## src/mec_pkg.sv

```systemverilog
/*
 * mec_pkg: constants, register ids and helpers of the memory ECC
 * control and status block.
 * assumes: APB access, 22-bit byte address, one clock domain.
 */
package mec_pkg;

    // ------------------------------------------------------------
    // widths and counts
    // ------------------------------------------------------------
    localparam int ADDR_W   = 22;
    localparam int DATA_W   = 32;
    localparam int OFS_W    = 17;
    localparam int REGION_W = 5;
    localparam int NUM_CTRL = 8;
    localparam int CIDX_W   = 3;
    localparam int NUM_CH   = 16;
    localparam int CH_W     = 4;
    localparam int BEATS    = 4;
    localparam int BEAT_W   = 2;
    localparam int CNT_W    = 8;
    localparam int IVL_W    = 13;
    localparam int UNIT_W   = 8;
    localparam int TMR_W    = IVL_W + UNIT_W;
    localparam int WD_W     = 32;
    localparam int EN_BIT   = 0;

    // ------------------------------------------------------------
    // region tag and register offsets
    // ------------------------------------------------------------
    localparam logic [1:0]       REGION_TAG = 2'h1;
    localparam logic [OFS_W-1:0] OFS_CORR   = 17'h05800;
    localparam logic [OFS_W-1:0] OFS_SCRUB  = 17'h05804;
    localparam logic [OFS_W-1:0] OFS_IVL    = 17'h05810;
    localparam logic [OFS_W-1:0] OFS_CLR    = 17'h05818;
    localparam logic [OFS_W-1:0] OFS_S1P0   = 17'h05828;
    localparam logic [OFS_W-1:0] OFS_S2P0   = 17'h0582c;
    localparam logic [OFS_W-1:0] OFS_S1P1   = 17'h05834;
    localparam logic [OFS_W-1:0] OFS_S2P1   = 17'h05838;
    localparam logic [OFS_W-1:0] OFS_I1P0   = 17'h0584c;
    localparam logic [OFS_W-1:0] OFS_I2P0   = 17'h05850;
    localparam logic [OFS_W-1:0] OFS_I1P1   = 17'h05854;
    localparam logic [OFS_W-1:0] OFS_I2P1   = 17'h05858;

    // ------------------------------------------------------------
    // reset values and data constants
    // ------------------------------------------------------------
    localparam logic              CORR_EN_RST = 1'h1;
    localparam logic [IVL_W-1:0]  IVL_RST     = 13'h0002;
    // one interval unit is 256 clocks: the low byte of the period
    localparam logic [UNIT_W-1:0] UNIT_PAD    = 8'h00;
    localparam logic [CNT_W-1:0]  CNT_MAX     = 8'hff;
    localparam logic [WD_W-1:0]   FLIP_ONE    = 32'h00000001;
    localparam logic [WD_W-1:0]   FLIP_TWO    = 32'h00000003;

    typedef enum logic [3:0] {
        R_NONE  = 4'h0, R_CORR = 4'h1, R_SCRUB = 4'h2, R_IVL  = 4'h3,
        R_CLR   = 4'h4, R_S1P0 = 4'h5, R_S2P0  = 4'h6, R_S1P1 = 4'h7,
        R_S2P1  = 4'h8, R_I1P0 = 4'h9, R_I2P0  = 4'ha, R_I1P1 = 4'hb,
        R_I2P1  = 4'hc
    } mec_reg_t;

    function automatic mec_reg_t mec_decode(input logic [OFS_W-1:0] o);
        case (o)
            OFS_CORR:  return R_CORR;
            OFS_SCRUB: return R_SCRUB;
            OFS_IVL:   return R_IVL;
            OFS_CLR:   return R_CLR;
            OFS_S1P0:  return R_S1P0;
            OFS_S2P0:  return R_S2P0;
            OFS_S1P1:  return R_S1P1;
            OFS_S2P1:  return R_S2P1;
            OFS_I1P0:  return R_I1P0;
            OFS_I2P0:  return R_I2P0;
            OFS_I1P1:  return R_I1P1;
            OFS_I2P1:  return R_I2P1;
            default:   return R_NONE;
        endcase
    endfunction

    // region 01xyz maps to controller {y,z,x}
    function automatic logic [CIDX_W-1:0] mec_ctrl_idx(
        input logic [REGION_W-1:0] r);
        return {r[1:0], r[2]};
    endfunction

    function automatic logic [BEATS-1:0] mec_beat_hot(
        input logic [BEAT_W-1:0] b);
        return 4'h1 << b;
    endfunction

    function automatic logic [CNT_W-1:0] mec_sat_inc(
        input logic [CNT_W-1:0] c);
        return (c == CNT_MAX) ? c : c + 8'h01;
    endfunction

    function automatic logic [TMR_W-1:0] mec_period(
        input logic [IVL_W-1:0] v);
        return {v, UNIT_PAD};
    endfunction

endpackage

```

## src/mec_chan.sv

```systemverilog
/*
 * mec_chan: one pseudo channel: write-data error injection and the
 * saturating single and double error counters.
 * assumes: write beats and error pulses are synchronous to ref_clk.
 */
module mec_chan
    import mec_pkg::*;
(
    // clock and reset
    input  logic              ref_clk,
    input  logic              sys_rst,
    // controls from the register file
    input  logic [BEATS-1:0]  injSingle,
    input  logic [BEATS-1:0]  injDouble,
    input  logic              cntClear,
    // write data path
    input  logic              wrValid,
    input  logic [BEAT_W-1:0] wrBeat,
    input  logic [WD_W-1:0]   wrDataIn,
    output logic              wrValidOut,
    output logic [WD_W-1:0]   wrDataOut,
    // detected errors
    input  logic              errSingle,
    input  logic              errDouble,
    output logic [CNT_W-1:0]  singleCount,
    output logic [CNT_W-1:0]  doubleCount
);

    logic [BEATS-1:0] sPrev_q;
    logic [BEATS-1:0] dPrev_q;
    logic [BEATS-1:0] sArm_q;
    logic [BEATS-1:0] dArm_q;
    logic [BEATS-1:0] beatHot;
    logic [BEATS-1:0] hitD;
    logic [BEATS-1:0] hitS;
    logic [WD_W-1:0]  flipMask;

    // ------------------------------------------------------------
    // injection
    // ------------------------------------------------------------
    assign beatHot = wrValid ? mec_beat_hot(wrBeat) : '0;
    assign hitD    = dArm_q & beatHot;
    // a double hit wins the beat; the single stays armed
    assign hitS    = (|hitD) ? '0 : (sArm_q & beatHot);
    assign flipMask = (|hitD) ? FLIP_TWO :
                      (|hitS) ? FLIP_ONE : '0;

    // arm on a rising field bit only, so one setting injects once
    always_ff @(posedge ref_clk)
    begin
        if (sys_rst)
        begin
            sPrev_q <= '0;
            dPrev_q <= '0;
            sArm_q  <= '0;
            dArm_q  <= '0;
        end
        else
        begin
            sPrev_q <= injSingle;
            dPrev_q <= injDouble;
            sArm_q  <= ((sArm_q & ~hitS) | (injSingle & ~sPrev_q))
                       & injSingle;
            dArm_q  <= ((dArm_q & ~hitD) | (injDouble & ~dPrev_q))
                       & injDouble;
        end
    end

    always_ff @(posedge ref_clk)
    begin
        if (sys_rst)
        begin
            wrValidOut <= 1'b0;
            wrDataOut  <= '0;
        end
        else
        begin
            wrValidOut <= wrValid;
            wrDataOut  <= wrDataIn ^ flipMask;
        end
    end

    // ------------------------------------------------------------
    // error counters
    // ------------------------------------------------------------
    // clear is a level: events during it are dropped
    always_ff @(posedge ref_clk)
    begin
        if (sys_rst || cntClear)
        begin
            singleCount <= '0;
            doubleCount <= '0;
        end
        else
        begin
            if (errSingle)
                singleCount <= mec_sat_inc(singleCount);
            if (errDouble)
                doubleCount <= mec_sat_inc(doubleCount);
        end
    end

    a_single_flip:
    assert property (@(posedge ref_clk) disable iff (sys_rst)
        (|hitS) |=> $countones(wrDataOut ^ $past(wrDataIn)) == 1)
    else $error("single inject did not flip one bit");

    a_double_flip:
    assert property (@(posedge ref_clk) disable iff (sys_rst)
        (|hitD) |=> $countones(wrDataOut ^ $past(wrDataIn)) == 2)
    else $error("double inject did not flip two bits");

    a_inject_once:
    assert property (@(posedge ref_clk) disable iff (sys_rst)
        (|hitS) |=> (sArm_q & $past(hitS)) == '0)
    else $error("inject stayed armed after use");

    a_count_step:
    assert property (@(posedge ref_clk) disable iff (sys_rst)
        errSingle && !cntClear && singleCount != CNT_MAX
        |=> singleCount == $past(singleCount) + 8'h01)
    else $error("single counter did not step");

    a_count_sat:
    assert property (@(posedge ref_clk) disable iff (sys_rst)
        doubleCount == CNT_MAX && !cntClear |=> doubleCount == CNT_MAX)
    else $error("double counter left saturation");

    a_clear_hold:
    assert property (@(posedge ref_clk) disable iff (sys_rst)
        cntClear |=> singleCount == '0 && doubleCount == '0)
    else $error("counters not held at zero");

endmodule // mec_chan

```

## src/mec_ecc_regs.sv

```systemverilog
/*
 * mec_ecc_regs: ECC configuration and status registers of eight
 * memory controllers on one APB port, with scrub pacing and
 * per pseudo channel write error injection and error counters.
 * assumes: APB master on ref_clk, a SECDED datapath that reports
 * detected errors as one-cycle pulses and obeys corrEnable.
 */

// Function
// - one APB port per stack decodes its own 22-bit address space
// - top five address bits select one of eight controller regions
// - lower 17 address bits give the register offset in the region
// - each per-channel register exists for pseudo channel zero and one
// - correction enable bit resets to one and enables correct/detect
// - scrub runs only while scrub enable and correction enable are set
// - scrub reads correct single errors and only detect double errors
// - scrub reads spaced by interval times 256 clocks, reset value two
// - single inject bit corrupts one bit of the next write beat
// - double inject bit corrupts two bits of the next write beat
// - position of the set inject bit selects the beat of four
// - single error counter counts detected errors, saturating at 255
// - double error counter counts detected errors, saturating at max
// - counters reset to zero and hold until cleared
// - counters held at zero while clear bit is one
module mec_ecc_regs
    import mec_pkg::*;
(
    // clock and reset
    input  logic                          ref_clk,
    input  logic                          sys_rst,
    // apb register port
    input  logic [ADDR_W-1:0]             paddr,
    input  logic                          psel,
    input  logic                          penable,
    input  logic                          pwrite,
    input  logic [DATA_W-1:0]             pwdata,
    output logic                          pready,
    output logic [DATA_W-1:0]             prdata,
    output logic                          pslverr,
    // per controller controls
    output logic [NUM_CTRL-1:0]           corrEnable,
    output logic [NUM_CTRL-1:0]           scrubReq,
    // write data, channel index is controller*2 + pseudo channel
    input  logic [NUM_CH-1:0]             wrValid,
    input  logic [NUM_CH-1:0][BEAT_W-1:0] wrBeat,
    input  logic [NUM_CH-1:0][WD_W-1:0]   wrDataIn,
    output logic [NUM_CH-1:0]             wrValidOut,
    output logic [NUM_CH-1:0][WD_W-1:0]   wrDataOut,
    // error pulses from the decoder
    input  logic [NUM_CH-1:0]             errSingle,
    input  logic [NUM_CH-1:0]             errDouble
);

    // ------------------------------------------------------------
    // declarations
    // ------------------------------------------------------------
    logic [REGION_W-1:0] region;
    logic                regionOk;
    logic [CIDX_W-1:0]   cIdx;
    mec_reg_t            regId;
    logic                pcOne;
    logic [CH_W-1:0]     chIdx;
    logic                hit;
    logic                wrEn;
    logic [DATA_W-1:0]   rdMux;
    logic [DATA_W-1:0]   prdata_q;
    logic                pslverr_q;

    logic [NUM_CTRL-1:0] corrEn_q;
    logic [NUM_CTRL-1:0] scrubEn_q;
    logic [NUM_CTRL-1:0] clr_q;
    logic [IVL_W-1:0]    ivl_q [NUM_CTRL];
    logic [BEATS-1:0]    inj1_q [NUM_CH];
    logic [BEATS-1:0]    inj2_q [NUM_CH];
    logic [CNT_W-1:0]    sCnt [NUM_CH];
    logic [CNT_W-1:0]    dCnt [NUM_CH];

    logic [NUM_CTRL-1:0] scrubActive;
    logic [TMR_W-1:0]    tmr_q [NUM_CTRL];
    logic [NUM_CTRL-1:0] scrubReq_q;

    logic [TMR_W-1:0]    gap_q;
    logic                seen_q;

    // ------------------------------------------------------------
    // address decode
    // ------------------------------------------------------------
    // the whole 22-bit space belongs to this port alone
    assign region   = paddr[ADDR_W-1 -: REGION_W];
    assign regionOk = (region[REGION_W-1 -: 2] == REGION_TAG);
    assign cIdx     = mec_ctrl_idx(region);
    assign regId    = mec_decode(paddr[OFS_W-1:0]);
    assign pcOne    = regId inside {R_S1P1, R_S2P1, R_I1P1, R_I2P1};
    assign chIdx    = {cIdx, pcOne};
    assign hit      = regionOk && (regId != R_NONE);
    assign wrEn     = psel && penable && pwrite && hit;

    // ------------------------------------------------------------
    // controller configuration registers
    // ------------------------------------------------------------
    always_ff @(posedge ref_clk)
    begin
        if (sys_rst)
        begin
            corrEn_q  <= {NUM_CTRL{CORR_EN_RST}};
            scrubEn_q <= '0;
            clr_q     <= '0;
            for (int i = 0; i < NUM_CTRL; i++)
            begin
                ivl_q[i] <= IVL_RST;
            end
        end
        else if (wrEn)
        begin
            for (int i = 0; i < NUM_CTRL; i++)
            begin
                if (cIdx == CIDX_W'(i))
                begin
                    case (regId)
                        R_CORR:  corrEn_q[i]  <= pwdata[EN_BIT];
                        R_SCRUB: scrubEn_q[i] <= pwdata[EN_BIT];
                        R_IVL:   ivl_q[i]     <= pwdata[IVL_W-1:0];
                        R_CLR:   clr_q[i]     <= pwdata[EN_BIT];
                        default: ;
                    endcase
                end
            end
        end
    end

    // ------------------------------------------------------------
    // injection registers, one pair per pseudo channel
    // ------------------------------------------------------------
    // the field stays as written; rearming needs a clear then a set
    always_ff @(posedge ref_clk)
    begin
        if (sys_rst)
        begin
            for (int i = 0; i < NUM_CH; i++)
            begin
                inj1_q[i] <= '0;
                inj2_q[i] <= '0;
            end
        end
        else if (wrEn)
        begin
            for (int i = 0; i < NUM_CH; i++)
            begin
                if (chIdx == CH_W'(i))
                begin
                    case (regId)
                        R_I1P0, R_I1P1:
                            inj1_q[i] <= pwdata[BEATS-1:0];
                        R_I2P0, R_I2P1:
                            inj2_q[i] <= pwdata[BEATS-1:0];
                        default: ;
                    endcase
                end
            end
        end
    end

    // ------------------------------------------------------------
    // read mux
    // ------------------------------------------------------------
    // counters are only looked at here, so a read changes nothing
    always_comb
    begin
        rdMux = '0;
        unique case (regId)
            R_CORR:
                rdMux[EN_BIT] = corrEn_q[cIdx];
            R_SCRUB:
                rdMux[EN_BIT] = scrubEn_q[cIdx];
            R_IVL:
                rdMux[IVL_W-1:0] = ivl_q[cIdx];
            R_CLR:
                rdMux[EN_BIT] = clr_q[cIdx];
            R_S1P0, R_S1P1:
                rdMux[CNT_W-1:0] = sCnt[chIdx];
            R_S2P0, R_S2P1:
                rdMux[CNT_W-1:0] = dCnt[chIdx];
            R_I1P0, R_I1P1:
                rdMux[BEATS-1:0] = inj1_q[chIdx];
            R_I2P0, R_I2P1:
                rdMux[BEATS-1:0] = inj2_q[chIdx];
            R_NONE:
                rdMux = '0;
        endcase
    end

    // ------------------------------------------------------------
    // apb answer
    // ------------------------------------------------------------
    // sampled in the setup phase so data sits in a flop for access
    always_ff @(posedge ref_clk)
    begin
        if (sys_rst)
        begin
            prdata_q  <= '0;
            pslverr_q <= 1'b0;
        end
        else if (psel && !penable)
        begin
            prdata_q  <= (pwrite || !hit) ? '0 : rdMux;
            pslverr_q <= !hit;
        end
    end

    // no wait states; writes to counters are accepted and dropped
    assign pready  = 1'b1;
    assign prdata  = prdata_q;
    assign pslverr = pslverr_q;

    // ------------------------------------------------------------
    // scrub pacing
    // ------------------------------------------------------------
    // an interval of zero stops scrubbing rather than flooding reads
    always_comb
    begin
        for (int i = 0; i < NUM_CTRL; i++)
        begin
            scrubActive[i] = corrEn_q[i] && scrubEn_q[i]
                             && (ivl_q[i] != '0);
        end
    end

    always_ff @(posedge ref_clk)
    begin
        for (int i = 0; i < NUM_CTRL; i++)
        begin
            if (sys_rst || !scrubActive[i])
            begin
                tmr_q[i]      <= '0;
                scrubReq_q[i] <= 1'b0;
            end
            else if (tmr_q[i] == mec_period(ivl_q[i]) - TMR_W'(1))
            begin
                tmr_q[i]      <= '0;
                scrubReq_q[i] <= 1'b1;
            end
            else
            begin
                tmr_q[i]      <= tmr_q[i] + TMR_W'(1);
                scrubReq_q[i] <= 1'b0;
            end
        end
    end

    // the decoder corrects on scrub reads only under corrEnable
    assign corrEnable = corrEn_q;
    assign scrubReq   = scrubReq_q;

    // ------------------------------------------------------------
    // pseudo channels
    // ------------------------------------------------------------
    for (genvar g = 0; g < NUM_CH; g++)
    begin : g_chan
        mec_chan u_chan (
            .ref_clk     (ref_clk),
            .sys_rst     (sys_rst),
            .injSingle   (inj1_q[g]),
            .injDouble   (inj2_q[g]),
            .cntClear    (clr_q[g/2]),
            .wrValid     (wrValid[g]),
            .wrBeat      (wrBeat[g]),
            .wrDataIn    (wrDataIn[g]),
            .wrValidOut  (wrValidOut[g]),
            .wrDataOut   (wrDataOut[g]),
            .errSingle   (errSingle[g]),
            .errDouble   (errDouble[g]),
            .singleCount (sCnt[g]),
            .doubleCount (dCnt[g])
        );
    end

    // ------------------------------------------------------------
    // checks
    // ------------------------------------------------------------
    // gap since the last scrub request of controller 0
    always_ff @(posedge ref_clk)
    begin
        if (sys_rst)
        begin
            gap_q  <= '0;
            seen_q <= 1'b0;
        end
        else
        begin
            gap_q  <= scrubReq_q[0] ? TMR_W'(1) : gap_q + TMR_W'(1);
            seen_q <= (wrEn && cIdx == '0) || !scrubActive[0] ?
                      1'b0 : (seen_q || scrubReq_q[0]);
        end
    end

    a_corr_reset:
    assert property (@(posedge ref_clk)
        sys_rst |=> corrEnable == {NUM_CTRL{CORR_EN_RST}}
                    && scrubReq == '0)
    else $error("wrong state after reset");

    a_scrub_gate:
    assert property (@(posedge ref_clk) disable iff (sys_rst)
        scrubReq != '0
        |-> (scrubReq & $past(corrEn_q & scrubEn_q)) == scrubReq)
    else $error("scrub request while disabled");

    a_scrub_space:
    assert property (@(posedge ref_clk) disable iff (sys_rst)
        scrubReq[0] && seen_q |-> gap_q == mec_period(ivl_q[0]))
    else $error("scrub spacing wrong");

    a_bad_region:
    assert property (@(posedge ref_clk) disable iff (sys_rst)
        psel && !penable && !regionOk |=> pslverr)
    else $error("unmapped region not flagged");

    a_ctrl_select:
    assert property (@(posedge ref_clk) disable iff (sys_rst)
        wrEn && regId == R_CORR
        |=> corrEnable[$past(cIdx)] == $past(pwdata[EN_BIT]))
    else $error("write went to the wrong controller");

endmodule // mec_ecc_regs

```

## config.mk

```make
export PLATFORM = sky130hd
export DESIGN_NAME = mec_ecc_regs
export DESIGN_NICKNAME = d
export VERILOG_FILES = /design/src/mec_pkg.sv /design/src/mec_chan.sv /design/src/mec_ecc_regs.sv
export SDC_FILE = /design/constraint.sdc
export NUM_CORES = 2
export LEC_CHECK = 0
export ABC_AREA = 1
export CORE_AREA = 2 2 482 484
export DETAILED_ROUTE_END_ITERATION = 8
export DIE_AREA = 0 0 484 486
export DONT_BUFFER_PORTS = 1
export SKIP_CTS_REPAIR_TIMING = 1
export SLEW_MARGIN = 20
export SYNTH_ARGS = -nofsm -noshare
export SYNTH_HDL_FRONTEND = slang
export SYNTH_SLANG_ARGS = --single-unit
```

## constraint.sdc

```tcl
create_clock -name ref_clk -period 4.8 [get_ports ref_clk]
set_clock_uncertainty 0.2 [all_clocks]
set_input_delay 0.48 -clock ref_clk [delete_from_list [all_inputs] [get_ports ref_clk]]
set_output_delay 0.48 -clock ref_clk [all_outputs]
set_load 0.02 [all_outputs]
```

==> metrics.cfg <==
[routing]
drtAntennaViolNets=0
wirelength_met1_mm=109
wire_per_inst_um=23.6
drc=0
routed_wl_mm=280
maxUsedRoutingLayer=met5
vias_per_cell=4.62
vias=55000
dr_wl_met3_mm=23.7
drtIter0Drc=4503
dr.pass1.iters=6
wl_met2_mm=131

[clock_network]
cts_buffer_depth=3
cts_buffers=169
clock_sinks=1486
cts_tree=done
clock-root-buffer=clkbuf_16
clock_latency_ns=0.85
clk_pin_slew_ns=0.06
ctsHtreeMaxLevel=4

[sta]
post-route-min-period_ns=4.28
relSlewSlack_pct=-5.44
hold_slack_ns=0.0337
drv_slew=12
rsz0062_at_grt=no
fmax_mhz=233
setup_violations=0
fin_crit_sh_pct=89.2
final-hold-violation-count=0
worst_slew_pin_slew_ns=1.58
fin_tns_setup_ns=0

[job]
maxCapViolCount=1

[place]
dp_hpwl_mm=220
dp.cells=10800
placed_cell_area_um2=66600
io_buffers=0
gp_congestion=1.20

[final_layout]
stdcell_count=11900
final_nets=9332
stdcell_area_um2=79600
mostFrequentLayoutCells=1366 x inv_1, 1325 x nand2_1, 1270 x nor2_1, 1086 x dfxtp_1, 642 x dlygate4sd3_1
final_common_cell=inv_1
syn_to_final_growth_pct=26.4
drive_above_1_share_pct=5.01

[synth]
ys_ff_latch=1486
synth_top_family_by_area=simple AND/OR/NAND/NOR gates
syn_area_um2=63000
synth_async_sr_flop_share_pct=0
synth_edf_count=400
synthMuxAreaShare_pct=0
synth-main-ff-cell=dfxtp_1
yosysUniqueCellTypes=65
seq_area_frac_synth_pct=53.6
syn_avg_cell_area_um2=8.03
synth-compound-area-share_pct=10.8
synth_fa_ha_area_share_pct=1.09
synth-xor-area-share_pct=2.82
synthSimpleGateAreaFrac_pct=21.4
yosysWarnings=0
syn_inst=7835

[worst_setup_path]
critical_path_class=in -> reg
cp-start-kind=primary input
worstPathCellList=dlygate4sd3_1, buf_16, buf_16, clkinv_2, nand3_1, a31oi_1, nand2_1, nor3b_1
crit_arrival_ns=4.61
cpMostUsedCell=buf_16
required_ns=5.13
critPathCaptureType=flip-flop
path_max_fanout=176
cpPeakStageDelay_ns=0.70
critical-path-slowest-cell=clkinv_2

[outcome]
violations=capacitance limit, slew limit
status=complete, but fails checks

[power]
power_uw=30600
p_leak_uw=0.0344
powerDensity_nw_per_um2=385
ir_drop_mv=0.311

[floorplanning]
die_y_um=486
die_x_um=484
core_um2=229000
dieArea_um2=235000
start_util_pct=27.4
boundaryPins=1229
fp-row-count=176

[grt]
grt_pass1_vias=48700
antenna_found_initial=135
grt.overflow.total=0
grt_pass1_wl_mm=367
grt_max_degree=676
track_usage_pct=22.2

[min_path]
min_path_type=in -> reg

-- final timing paths --
check	cells past startpoint	from	slack (ns)	end
setup / recovery	8	sys_rst	0.52	tmr_q[0][66]
hold / removal	5	pwrite	0.03	prdata[0]
setup reg to reg	12	ivl_q[6][1]	1.27	tmr_q[1][44]
hold reg to reg	1	g_chan[4].u_chan.dPrev_q[2]	0.18	g_chan[4].u_chan.dArm_q[2]
-- state kept, by name (all words and copies together) (netlist names), 13 cells and up --
name                       flops
inj1_q                        64
g_chan.u_chan.sArm_q          64
ivl_q                        104
g_chan.u_chan.wrDataOut      512
g_chan.u_chan.dPrev_q         64
g_chan.u_chan.sPrev_q         64
g_chan.u_chan.wrValidOut      16
g_chan.u_chan.dArm_q          64
inj2_q                        64
prdata                        13
g_chan.u_chan.doubleCount    128
tmr_q                        168
g_chan.u_chan.singleCount    128
-- critical path: cells and delay by family --
kind,cells,cell delay [ns]
buffers and inverters,4,2.37
AND/OR/NAND/NOR,3,1.13
AO/OA/AOI/OAI,1,0.11
-- cell families after synthesis --
group,count (synthesis)
simple gates,3232
buf+inv,1651
flops,1486
compound gates,1206
xor+xnor,203
fa+ha+maj,55
other cells,2
-- power by group --
part           total (µW)  internal (µW)  leakage, µW  switching (µW)
combinational        2360            841       0.0185            1520
clock               13900           8100      0.00293            5850
sequential          14300          13500       0.0129             819
total               30600          22400       0.0344            8190
-- final cells by class --
class / instances / area (µm²)
antenna: 103 / 258
clock buffer: 229 / 4900
clock inverter: 86 / 1220
fill: 23500 / 150000
inverter: 1389 / 5230
multi-input combinational: 4884 / 23400
sequential: 1486 / 33800
tap: 3026 / 3790
timing repair buffer: 696 / 6970
-- synth_stat cells (6+ instances only) --
cell type	number	share of area (%)
nand3_2	14	0.22
a21boi_0	129	1.5
clkinv_1	7	0.042
inv_2	11	0.066
inv_1	1368	8.2
a31oi_1	15	0.15
buf_4	38	0.45
o22ai_1	53	0.53
dfxtp_1	1086	35
o21ai_0	522	4.1
edfxtp_1	400	19
or2_2	22	0.22
buf_2	31	0.25
a221oi_1	7	0.097
nor4_1	43	0.43
nor2_1	1271	7.6
a22oi_1	17	0.20
clkbuf_1	157	0.94
nor3b_1	26	0.31
xnor2_1	66	0.92
nand4_1	104	1.0
nand3_1	186	1.5
a22o_1	28	0.39
nand2_2	10	0.099
a211oi_1	32	0.38
ha_1	55	1.1
buf_6	7	0.13
o21ai_1	16	0.13
nor2_2	21	0.21
o211ai_1	7	0.083
buf_1	28	0.17
nor3_1	174	1.4
a21oi_1	353	2.8
xor2_1	137	1.9
nand2_1	1325	7.9
and3_1	8	0.080
nand2_4	6	0.11
-- routing by layer --
| metal | track usage [%] | vias to the layer above |
|---|---|---|
| met5 | 2.37 | - |
| met2 | 37.5 | 2278 |
| met4 | 9.81 | 62 |
| li1 | - | 26300 |
| met1 | 24.5 | 25800 |
| met3 | 8.24 | 543 |
-- metrics by stage --
step | setup slack [ns] | utilization, %
6_report | 0.517 | 34.7
5_1_grt | 0.367 | 34.6
4_1_cts | 1.33 | 31.7
3_5_place_dp | 0.787 | 29.0
3_3_place_gp | 0.826 | 29.0
2_1_floorplan | 1.30 | -
(Power assumes the default switching activity.)
